==> config.mk <==
export PLATFORM = sky130hd
export DESIGN_NAME = phy_status_led_driver
export DESIGN_NICKNAME = d
export VERILOG_FILES = /design/src/logic/led_drv_pkg.sv /design/src/logic/ms_tick_gen.sv /design/src/logic/pulse_stretcher.sv /design/src/logic/phy_status_led_driver.sv
export SDC_FILE = /design/constraint.sdc
export NUM_CORES = 1
export LEC_CHECK = 0
export ABC_CLOCK_PERIOD_IN_PS = 3150
export BUFFER_PORTS_ARGS = -buffer_cell sky130_fd_sc_hd__clkbuf_2
export CORE_MARGIN = 3
export CORE_UTILIZATION = 50
export CTS_CLUSTER_DIAMETER = 120
export CTS_CLUSTER_SIZE = 20
export DETAILED_ROUTE_END_ITERATION = 12
export PLACE_DENSITY = 0.77
export SYNTH_ARGS = -nofsm -noshare
export SYNTH_HDL_FRONTEND = slang
export SYNTH_HIERARCHICAL = 1
export SYNTH_SLANG_ARGS = --single-unit
export TNS_END_PERCENT = 20
==> constraint.sdc <==
create_clock -name core_clk_i -period 3.15 [get_ports core_clk_i]
set_input_delay 0.63 -clock core_clk_i [delete_from_list [all_inputs] [get_ports core_clk_i]]
set_output_delay 0.63 -clock core_clk_i [all_outputs]
set_load 0.02 [all_outputs]
==> src/logic/led_drv_pkg.sv <==
package led_drv_pkg;
    // ==========================================================
    // Register map
    localparam logic [7:0]  FUNC_CTRL_OFFSET     = 8'h18;
    localparam logic [7:0]  MANUAL_OVR_OFFSET    = 8'h19;
    localparam logic [15:0] FUNC_CTRL_RESET      = 16'h0000;
    localparam logic [15:0] MANUAL_OVR_RESET     = 16'h0000;
    localparam logic [15:0] UNMAPPED_READ        = 16'h0000;
    // ==========================================================
    // Field positions in function control
    localparam int TX_SEL_LO_BIT    = 0;
    localparam int RX_SEL_BIT       = 1;
    localparam int DUP_SEL_LO_BIT   = 2;
    localparam int LINK_MODE_LO_BIT = 3;
    localparam int TX_SEL_HI_BIT    = 6;
    localparam int DUP_SEL_HI_BIT   = 7;
    localparam int BLINK_LO_BIT     = 8;
    localparam int STRETCH_LO_BIT   = 12;
    // ==========================================================
    // Default field codes
    localparam logic [2:0] STRETCH_DEFAULT = 3'h4;
    localparam logic [2:0] BLINK_DEFAULT   = 3'h1;
    // ==========================================================
    // Timing
    localparam int CLK_FREQ_HZ     = 20_000_000;
    localparam int MS_PER_TICK     = 1;
    localparam int CYCLES_PER_MS   = CLK_FREQ_HZ / 1000 * MS_PER_TICK;
    localparam int STRETCH_MIN_MS  = 170;
    localparam int STRETCH_MAX_MS  = 340;
    localparam int BLINK_PERIOD_MS = 84;
    // ==========================================================
    // Output indices and override codes
    localparam int NUM_OUTPUTS = 6;
    localparam int IDX_TEN     = 0;
    localparam int IDX_HUNDRED = 1;
    localparam int IDX_GIG     = 2;
    localparam int IDX_DUPLEX  = 3;
    localparam int IDX_RX      = 4;
    localparam int IDX_TX      = 5;
    localparam logic [1:0] OVR_FOLLOW = 2'h0;
    localparam logic [1:0] OVR_BLINK  = 2'h1;
    localparam logic [1:0] OVR_OFF    = 2'h2;
    localparam logic [1:0] OVR_ON     = 2'h3;
    // Link speed encoding
    typedef enum logic [1:0] {SPEED_10, SPEED_100, SPEED_1000, SPEED_RSVD} speed_t;
endpackage

==> src/logic/ms_tick_gen.sv <==
`timescale 1ns/10ps
// Divides the core clock into a one-cycle millisecond enable
module ms_tick_gen #(
    parameter int CYCLES = 20000
) (
    input  wire logic core_clk_i,
    input  wire logic nrst_i,
    output logic      tick_o
);
    localparam int CW = $clog2(CYCLES);
    localparam logic [CW-1:0] LAST = CW'(CYCLES - 1);
    logic [CW-1:0] cnt_q;

    // Free-running divider
    always_ff @(posedge core_clk_i or negedge nrst_i) begin
        if (!nrst_i) begin
            cnt_q  <= '0;
            tick_o <= 1'b0;
        end else begin
            tick_o <= (cnt_q == LAST);
            cnt_q  <= (cnt_q == LAST) ? '0 : cnt_q + 1'b1;
        end
    end
endmodule // ms_tick_gen

==> src/logic/pulse_stretcher.sv <==
`timescale 1ns/10ps
// Holds a short event visible for a given number of millisecond ticks
module pulse_stretcher #(
    parameter int W = 9
) (
    input  wire logic         core_clk_i,
    input  wire logic         nrst_i,
    input  wire logic         tick_i,
    input  wire logic         event_i,
    input  wire logic [W-1:0] hold_ms_i,
    output logic              active_o
);
    logic [W-1:0] left_q;

    // Retrigger on every event; an idle gap of one tick drops it early only when hold_ms_i is 0 or 1
    always_ff @(posedge core_clk_i or negedge nrst_i) begin
        if (!nrst_i) begin
            left_q <= '0;
        end else if (event_i) begin
            left_q <= hold_ms_i;
        end else if (tick_i && left_q != '0) begin
            left_q <= left_q - 1'b1;
        end
    end

    assign active_o = event_i || (left_q != '0);
endmodule // pulse_stretcher

==> src/logic/phy_status_led_driver.sv <==
`timescale 1ns/10ps
module phy_status_led_driver
    import led_drv_pkg::*;
(
    input  wire logic                core_clk_i,
    input  wire logic                nrst_i,
    // Register port
    input  wire logic [7:0]          reg_addr_i,
    input  wire logic [15:0]         reg_wdata_i,
    input  wire logic                reg_wr_i,
    input  wire logic                reg_rd_i,
    output logic [15:0]              reg_rdata_o,
    // Status from transceiver core (same clock)
    input  wire logic                link_up_i,
    input  wire led_drv_pkg::speed_t speed_i,
    input  wire logic                full_duplex_i,
    input  wire logic                fiber_i,
    input  wire logic                master_i,
    input  wire logic                mac_to_1000x_i,
    input  wire logic                collision_i,
    input  wire logic                rx_active_i,
    input  wire logic                tx_active_i,
    // Indicator pins, active low
    output logic                     ten_meg_link_out_n_o,
    output logic                     hundred_meg_link_out_n_o,
    output logic                     gigabit_link_out_n_o,
    output logic                     duplex_indicator_out_n_o,
    output logic                     receive_activity_out_n_o,
    output logic                     transmit_activity_out_n_o
);
    import led_drv_pkg::*;

    // ==========================================================
    // Registers
    logic [15:0] func_ctrl_q;
    logic [15:0] manual_ovr_q;
    logic [15:0] func_ctrl_rst;

    assign func_ctrl_rst = FUNC_CTRL_RESET
                           | (16'(STRETCH_DEFAULT) << STRETCH_LO_BIT)
                           | (16'(BLINK_DEFAULT) << BLINK_LO_BIT);

    // Write decode; defaults restore on reset
    always_ff @(posedge core_clk_i or negedge nrst_i) begin
        if (!nrst_i) begin
            func_ctrl_q <= FUNC_CTRL_RESET
                           | (16'(STRETCH_DEFAULT) << STRETCH_LO_BIT)
                           | (16'(BLINK_DEFAULT) << BLINK_LO_BIT);
        end else if (reg_wr_i && reg_addr_i == FUNC_CTRL_OFFSET) begin
            func_ctrl_q <= reg_wdata_i;
        end
    end

    always_ff @(posedge core_clk_i or negedge nrst_i) begin
        if (!nrst_i) begin
            manual_ovr_q <= MANUAL_OVR_RESET;
        end else if (reg_wr_i && reg_addr_i == MANUAL_OVR_OFFSET) begin
            manual_ovr_q <= reg_wdata_i;
        end
    end

    // Read data valid the cycle after the strobe; unmapped reads zero
    always_ff @(posedge core_clk_i or negedge nrst_i) begin
        if (!nrst_i) begin
            reg_rdata_o <= 16'h0000;
        end else if (reg_rd_i) begin
            unique case (reg_addr_i)
                FUNC_CTRL_OFFSET:  reg_rdata_o <= func_ctrl_q;
                MANUAL_OVR_OFFSET: reg_rdata_o <= manual_ovr_q;
                default:           reg_rdata_o <= UNMAPPED_READ;
            endcase
        end
    end

    // ==========================================================
    // Field extraction
    logic [2:0] link_mode;
    logic [1:0] dup_sel;
    logic       rx_sel;
    logic [1:0] tx_sel;
    logic [2:0] blink_code;
    logic [2:0] stretch_code;

    assign link_mode    = func_ctrl_q[LINK_MODE_LO_BIT +: 3];
    assign dup_sel      = {func_ctrl_q[DUP_SEL_HI_BIT], func_ctrl_q[DUP_SEL_LO_BIT]};
    assign rx_sel       = func_ctrl_q[RX_SEL_BIT];
    assign tx_sel       = {func_ctrl_q[TX_SEL_HI_BIT], func_ctrl_q[TX_SEL_LO_BIT]};
    assign blink_code   = func_ctrl_q[BLINK_LO_BIT +: 3];
    assign stretch_code = func_ctrl_q[STRETCH_LO_BIT +: 3];

    // ==========================================================
    // Duration tables in milliseconds
    logic [8:0] stretch_ms;
    logic [8:0] blink_half_ms;

    // Stretch code table; default code sits inside the 170-340 ms window
    always_comb begin
        unique case (stretch_code)
            3'h0:    stretch_ms = 9'h000;
            3'h1:    stretch_ms = 9'h015;
            3'h2:    stretch_ms = 9'h02a;
            3'h3:    stretch_ms = 9'h054;
            3'h4:    stretch_ms = 9'(STRETCH_MIN_MS);
            3'h5:    stretch_ms = 9'(STRETCH_MAX_MS);
            3'h6:    stretch_ms = 9'h190;
            default: stretch_ms = 9'h1f4;
        endcase
    end

    // Blink half periods; code 1 gives the 84 ms default period
    always_comb begin
        unique case (blink_code)
            3'h0:    blink_half_ms = 9'h015;
            3'h1:    blink_half_ms = 9'(BLINK_PERIOD_MS / 2);
            3'h2:    blink_half_ms = 9'h054;
            3'h3:    blink_half_ms = 9'h0a8;
            3'h4:    blink_half_ms = 9'h150;
            3'h5:    blink_half_ms = 9'h0fc;
            3'h6:    blink_half_ms = 9'h1a4;
            default: blink_half_ms = 9'h1f8;
        endcase
    end

    // ==========================================================
    // Millisecond tick and blink generator
    logic       ms_tick;
    logic [8:0] blink_cnt_q;
    logic       blink_phase_q;

    ms_tick_gen #(
        .CYCLES (CYCLES_PER_MS)
    ) u_tick (
        .core_clk_i (core_clk_i),
        .nrst_i     (nrst_i),
        .tick_o     (ms_tick)
    );

    // One shared square wave for status and manual blinking
    always_ff @(posedge core_clk_i or negedge nrst_i) begin
        if (!nrst_i) begin
            blink_cnt_q   <= '0;
            blink_phase_q <= 1'b0;
        end else if (ms_tick) begin
            if (blink_cnt_q + 9'h001 >= blink_half_ms) begin
                blink_cnt_q   <= '0;
                blink_phase_q <= ~blink_phase_q;
            end else begin
                blink_cnt_q <= blink_cnt_q + 9'h001;
            end
        end
    end

    // ==========================================================
    // Stretched activity events (only collision, rx, tx)
    logic [2:0] evt_raw;
    logic [2:0] evt_str;

    assign evt_raw = {collision_i, tx_active_i, rx_active_i};

    genvar g;
    generate
        for (g = 0; g < 3; g++) begin : g_str
            pulse_stretcher #(
                .W (9)
            ) u_str (
                .core_clk_i (core_clk_i),
                .nrst_i     (nrst_i),
                .tick_i     (ms_tick),
                .event_i    (evt_raw[g]),
                .hold_ms_i  (stretch_ms),
                .active_o   (evt_str[g])
            );
        end
    endgenerate

    logic rx_evt;
    logic tx_evt;
    logic col_evt;
    logic any_evt;
    assign rx_evt  = evt_str[0];
    assign tx_evt  = evt_str[1];
    assign col_evt = evt_str[2];
    assign any_evt = rx_evt | tx_evt;

    // ==========================================================
    // Status-driven lit levels (1 = lit)
    logic is10;
    logic is100;
    logic is1000;
    logic fib_g;
    logic [5:0] lit;

    assign is10   = link_up_i && speed_i == SPEED_10;
    assign is100  = link_up_i && speed_i == SPEED_100;
    assign is1000 = link_up_i && speed_i == SPEED_1000;
    assign fib_g  = is1000 && fiber_i;

    // Link speed outputs; unlisted modes fall back to direct mode
    always_comb begin
        lit = '0;
        unique case (link_mode)
            3'h1: begin
                lit[IDX_GIG]     = link_up_i;
                lit[IDX_HUNDRED] = is1000 | is100;
                lit[IDX_TEN]     = is1000 | is10;
            end
            3'h2: begin
                lit[IDX_TEN]     = link_up_i;
                lit[IDX_GIG]     = is1000;
                lit[IDX_HUNDRED] = is100;
            end
            3'h3: begin
                lit[IDX_GIG]     = is1000;
                lit[IDX_HUNDRED] = is100;
                lit[IDX_TEN]     = is10 | (is1000 && !fiber_i && master_i);
            end
            3'h4: begin
                lit[IDX_GIG]     = is1000 && !mac_to_1000x_i;
                lit[IDX_HUNDRED] = is100;
                lit[IDX_TEN]     = is10;
            end
            3'h7: begin
                lit[IDX_GIG]     = is1000;
                lit[IDX_HUNDRED] = is100 | fib_g;
                lit[IDX_TEN]     = is10 | (is1000 && !fiber_i && master_i);
            end
            default: begin
                lit[IDX_TEN]     = is10;
                lit[IDX_HUNDRED] = is100;
                lit[IDX_GIG]     = is1000;
            end
        endcase

        // Duplex: in setting 0 collision blinks over the plain duplex level
        unique case (dup_sel)
            2'h0:    lit[IDX_DUPLEX] = col_evt ? blink_phase_q
                                               : full_duplex_i;
            2'h1:    lit[IDX_DUPLEX] = full_duplex_i;
            2'h2:    lit[IDX_DUPLEX] = link_up_i && fiber_i;
            default: lit[IDX_DUPLEX] = 1'b0; // Reserved setting stays dark
        endcase

        // Receive
        if (rx_sel) begin
            lit[IDX_RX] = rx_evt ? blink_phase_q : link_up_i;
        end else begin
            lit[IDX_RX] = rx_evt;
        end

        // Transmit
        unique case (tx_sel)
            2'h0: lit[IDX_TX] = tx_evt;
            2'h1: lit[IDX_TX] = any_evt ? blink_phase_q : link_up_i;
            2'h2: lit[IDX_TX] = any_evt;
            2'h3: lit[IDX_TX] = any_evt && blink_phase_q;
        endcase
    end

    // ==========================================================
    // Manual override and registered active-low pins
    logic [5:0] pin_n_q;

    generate
        for (g = 0; g < NUM_OUTPUTS; g++) begin : g_pin
            // Override beats status whatever the link does
            always_ff @(posedge core_clk_i or negedge nrst_i) begin
                if (!nrst_i) begin
                    pin_n_q[g] <= 1'b1;
                end else begin
                    unique case (manual_ovr_q[2*g +: 2])
                        OVR_ON:    pin_n_q[g] <= 1'b0;
                        OVR_OFF:   pin_n_q[g] <= 1'b1;
                        OVR_BLINK: pin_n_q[g] <= ~blink_phase_q;
                        default:   pin_n_q[g] <= ~lit[g];
                    endcase
                end
            end
        end
    endgenerate

    assign ten_meg_link_out_n_o      = pin_n_q[IDX_TEN];
    assign hundred_meg_link_out_n_o  = pin_n_q[IDX_HUNDRED];
    assign gigabit_link_out_n_o      = pin_n_q[IDX_GIG];
    assign duplex_indicator_out_n_o  = pin_n_q[IDX_DUPLEX];
    assign receive_activity_out_n_o  = pin_n_q[IDX_RX];
    assign transmit_activity_out_n_o = pin_n_q[IDX_TX];
endmodule // phy_status_led_driver

### Word level (Yosys, flattened, before mapping)

Index checks and enable logic that the tools add are counted.

| storage, ports and cells | value |
|---|---|
| flip-flop bits (word level) | 107 |
| logic and storage cells | 134 |

| cells by class | value |
|---|---|
| reduce and logical (&&, ||, !) cells | 31 |
| $add $sub $neg | 5 |
| equal/unequal tests | 45 |
| multiplexer cells | 24 |
| order comparisons | 1 |
| bitwise gates (word level) | 12 |

Operator list:

| kind | number |
|---|---|
| $pmux W9 S7 | 2 |
| $mux W9 | 7 |
| $eq A2 B2 Y1 const B | 16 |
| $pmux W16 S2 | 1 |
| $reduce_bool A9 Y1 | 3 |
| $sub A9 B1 Y9 const B | 3 |
| $eq A3 B3 Y1 const B | 8 |
| $pmux W1 S3 | 7 |
| $eq A2 B1 Y1 const B | 9 |
| $eq A3 B2 Y1 const B | 6 |
| $eq A8 B5 Y1 const B | 2 |
| $add A15 B1 Y15 const B | 1 |
| $eq A15 B15 Y1 const B | 1 |
| $mux W15 | 1 |
| $pmux W3 S5 | 1 |
| $logic_and A1 B1 Y1 | 14 |
| $add A9 B1 Y9 const B | 1 |
| $eq A3 B1 Y1 const B | 3 |
| $ge A9 B9 Y1 | 1 |
| $not A1 Y1 | 7 |
| $logic_not A2 Y1 | 3 |
| $logic_not A3 Y1 | 2 |
| $reduce_bool A2 Y1 | 3 |
| $or A1 B1 Y1 | 5 |
| other kinds (5) | 11 |

### Logic depth before layout (Yosys ltp)

| logic depth | value |
|---|---|
| depth in word-level cells | 8 |
| mapped depth | 10 |
| mapped depth without buffers | 10 |

### Cells and area by module

Netlist, hierarchy kept.

By module, submodules not included:

| module | instances | cells each | sequential area each (um^2) | area an instance (um^2) |
|---|---|---|---|---|
| phy_status_led_driver | 1 | 303 | 1611.5 | 3373.2 |
| pulse_stretcher | 3 | 64 | 225.2 | 580.6 |
| ms_tick_gen | 1 | 64 | 400.4 | 720.7 |

### Worst setup path after synthesis

OpenSTA, ideal clock, no wires.

| timing path | value |
|---|---|
| path type | register to register |
| start point | register blink_cnt_q[0] |
| end point | register blink_cnt_q[2] |
| cell stages (with the launch flop) | 11 |
| path slack | 695 ps |
| path buffers | 0 |
| arrival time | 2333 ps |
| path through | dfrtp_1 > ha_1 > nand3_1 > nor2_1 > xor2_1 > ha_1 > nand4_1 > or2_2 > o211ai_1 > o21ai_0 > o2bb2ai_1 |

| between the ends | value |
|---|---|
| cells in the longest elaborated chain, start to end | 3 |

RTL lines:

| what | line | text |
|---|---|---|
| start: declaration | phy_status_led_driver.sv:127 | `logic [8:0] blink_cnt_q;` |
| start signal: assignment | phy_status_led_driver.sv:148 | `blink_cnt_q <= blink_cnt_q + 9'h001;` |
| $add A9 B1 Y9 * | phy_status_led_driver.sv:144, phy_status_led_driver.sv:148 |  |
| $ge A9 B9 Y1 | phy_status_led_driver.sv:144 | `if (blink_cnt_q + 9'h001 >= blink_half_ms) begin` |
| $mux W9 * | phy_status_led_driver.sv:144 |  |

Every way passes the cells marked *; elsewhere a longest branch is shown, timed or not.
A chain may end at the register's enable or synchronous reset.

### Worst setup path in the final report

| timing path | value |
|---|---|
| start point | register blink_cnt_q[0] |
| end point | register blink_cnt_q[6] |

The elaborated chain is that of the path after synthesis.

==> impl_results.md <==
* Status: finished, final reports clean
* Post-CTS Setup Inserts at 0
* Max clock buf depth at 2
* Avg Cell Area, Syn at roughly 10 um2
* DIE AREA at roughly 0.013 mm2
* Int Pwr at 0.00231 W
* Post-synth top flop: dfrtp_1
* Average via count per standard cell at around 5.8
* Max Clock Freq at about 360 MHz
* Die H at around 110 um
* Die X at ~110 um
* Num CTS Buffers at 9
* Share of the synthesized area in the top cell type at 0.425
* Residual DRC at 0
* First-pass DRT Iterations at 4
* Worst-path clk slew at around 70 ps
* Detailed-route via count at ~4400
* Dpl ws at roughly 420 ps
* NumNets Final at about 670
* Gpl congestion at a little over 0.9
* Htree depth at 3
* Reg2reg path depth at 11
* Antenna-violating nets left at 0
* Pin count of the biggest net entering global routing at 56
* Setup TNS at 0 ps
* Crit path launch type: flip-flop
* Tot GR Track Use at 0.206
* Mapped Nets at 611
* DP Cell Count at 743
* #FFs+latches synth at 107
* Fin crit period at around 2800 ps
* Seq/Total Area, Yosys at 0.461
* HP Class: input port to async pin
* Count leader, synth: dfrtp_1
* Post-CTS Hold Fix Bufs at 0
* Pleak at ~3 nW
* Total gr overflow at 0
* Number of distinct library cells after synthesis at between 60 and 70
* CTS tree: done
* Max VDD drop at just under 400 uV
* Layout cells sized above 1 at 0.247
* Cells after synthesis at around 560
* Max Cap Viol at 0
* Clk root buf: clkbuf_16
* Area contributors post-synth: dfrtp_1 (42%), mux2_4 (5.1%), dfstp_2 (3.6%)
* CP Data Required Time at about 3400 ps
* Setup ws final at 372 ps
* Vias in the first global route at approximately 4500
* Worst-Margin Slew at slightly above 700 ps
* Power Density at 472 mW/mm2
* Synth area leader: dfrtp_1
* TritonCTS Sinks at ~110
* Post-synth EDFFs at 0
* Asr flop ratio synth at 1.00
* Crit end category: flip-flop
* Critical path peak fanout at 7
* Crit path cell chain: ha_1 > nand3_1 > nor2_1 > xor2_1 > ha_1 > a21oi_1 > o21a_1 > o211ai_1 > buf_4 > or4_1 > o21ai_0
* First-pass GRT wire length at 21.8 mm
* WS Path Type: flip-flop to flip-flop
* Comb pwr share at 0.114
* Final setup viols at 0
* DRT Wirelength at 12.7 mm
* CP peak stage delay at around 460 ps
* Clock share of power at 0.405
* Diode count at 0
* CP max stage cell: dfrtp_1
* Sequential share of power at 0.481
* Layout Skew at 8.36 ps
* I/O pins at 60
* Crit path top cell by count: ha_1
* YS warnings at 6
* Post-synth top cells: dfrtp_1 (99), nand2_1 (53), o21ai_0 (40), inv_1 (33), nand3_1 (27)
* PostCTS Resize Cnt at 0
* Netlist Area Pre-Place at roughly 0.0058 mm2
* Placement row count at 38
* Arrival time at the worst endpoint at roughly 3000 ps
* Area delta synth->final at 12.7%
* Core outline area at roughly 0.011 mm2
* Area of the multi-input gates at 0.00290 mm2
* Fill cell count at ~900
* P_sw at between 0.0007 and 0.0008 W
* Storage cell area at about 0.0027 mm2
* # port buffers at 59
* RSZ-0062 raised after global routing: no
* Clk Latency, worst-skew pair at ~350 ps
* Initial core utilization at 0.525
* Switch share at 0.254
* Final Slew Violations at 0
* Max-Slew Margin vs Limit at 0.527
* Dpl hpwl at ~8.8 mm
* Fin. Hold Viols at 0
* Antenna violations before repair at 0
* Avg WL per Cell at 16.7 um
* Non-filler instance count after layout at roughly 760
* Final period util at 0.882
* Iteration-0 DRC Markers at around 200
## power by group through the flow
stage	Sequential (W)	Combinational, W	Clock, W
2_1_floorplan	0.00151	0.000224	0
3_3_place_gp	0.00151	0.000339	0
3_5_place_dp	0.00152	0.000353	0
4_1_cts	0.00149	0.000356	0.00128
5_1_grt	0.00150	0.000394	0.00133
6_report	0.00149	0.000354	0.00126
## worst paths after layout
kind	startpoint	endpoint	slack, ps
max reg2reg	blink_cnt_q[0]$_DFFE_PN0P_	blink_cnt_q[6]$_DFFE_PN0P_	370
min in group core_clk_i	manual_ovr_q[8]$_DFFE_PN0P_	receive_activity_out_n_o$_DFF_PN1_	500
min	nrst_i	reg_rdata_o[2]$_DFFE_PN0P_	330
max in group asynchronous	nrst_i	duplex_indicator_out_n_o$_DFF_PN1_	2050
min reg2reg	manual_ovr_q[8]$_DFFE_PN0P_	receive_activity_out_n_o$_DFF_PN1_	500
max	blink_cnt_q[0]$_DFFE_PN0P_	blink_cnt_q[6]$_DFFE_PN0P_	370
## sequential cells by signal, summed over array words and instances (netlist names)
signal,cells
func_ctrl_q,16
transmit_activity_out_n_o,1
blink_cnt_q,9
duplex_indicator_out_n_o,1
reg_rdata_o,16
u_tick/cnt_q,15
gigabit_link_out_n_o,1
hundred_meg_link_out_n_o,1
ten_meg_link_out_n_o,1
u_tick/tick_o,1
receive_activity_out_n_o,1
g_str.u_str/left_q,27
manual_ovr_q,16
blink_phase_q,1
## cell type report
cell class              count  area share
well taps                 140      0.0266
clock inverters             5      0.0146
multi-input cells         398       0.440
clock buffers              11      0.0369
flip-flops and latches    107       0.409
inverters                  33      0.0188
repair buffers             65      0.0540
## metrics by stage
step,hold slack [ps],instance area (um2),total power [W],util
floorplan,334,5840,0.00174,-
global placement,470,6240,0.00185,0.561
detailed placement,481,6240,0.00187,0.561
CTS,353,6580,0.00313,0.591
global route,384,6580,0.00323,0.591
finish,327,6580,0.00310,0.591
## metal layers
layer	routed length, um	vias up	GRT usage
met1	5590	2191	0.263
met2	6450	102	0.354
li1	-	2118	-
met4	84	0	0.0467
met5	0	-	0
met3	538	8	0.0520
## kinds of logic (layout without fill, tap and decap cells)
logic type	after synthesis	after routing	synth area share
compound gates	124	124	0.137
xor+xnor	41	41	0.0615
fa+ha+maj	14	14	0.0300
buf+inv	54	114	0.0429
flops	107	107	0.461
mux	32	32	0.0746
simple gates	187	187	0.193
## placed cells by master (no fill, tap or decap), types with 4 or more instances in the layout
| master | instances |
|---|---|
| buf_4 | 6 |
| or4b_4 | 7 |
| nor2_1 | 25 |
| clkbuf_16 | 9 |
| mux2_4 | 20 |
| ha_1 | 14 |
| dfrtp_1 | 99 |
| nand3b_1 | 4 |
| nand3_1 | 27 |
| inv_1 | 33 |
| nand4_1 | 4 |
| or4_1 | 7 |
| a21oi_1 | 10 |
| clkbuf_2 | 58 |
| o2bb2ai_1 | 5 |
| xor2_1 | 19 |
| o21ai_1 | 20 |
| o311ai_0 | 4 |
| nor4_1 | 8 |
| nor2b_1 | 6 |
| dfstp_2 | 8 |
| mux2_2 | 12 |
| xnor2_1 | 22 |
| o211ai_1 | 4 |
| a31oi_1 | 4 |
| nor3_1 | 10 |
| a22oi_1 | 16 |
| o21ai_0 | 40 |
| nand2_1 | 53 |
## worst max-delay path, delay by kind of cell, from the launching register on
family	cells	cell delay, ps
compound gates	4	480
xor+xnor	1	220
fa+ha+maj	2	580
buf+inv	1	170
flops	1	460
simple gates	3	770
(Power assumes the default switching activity.)
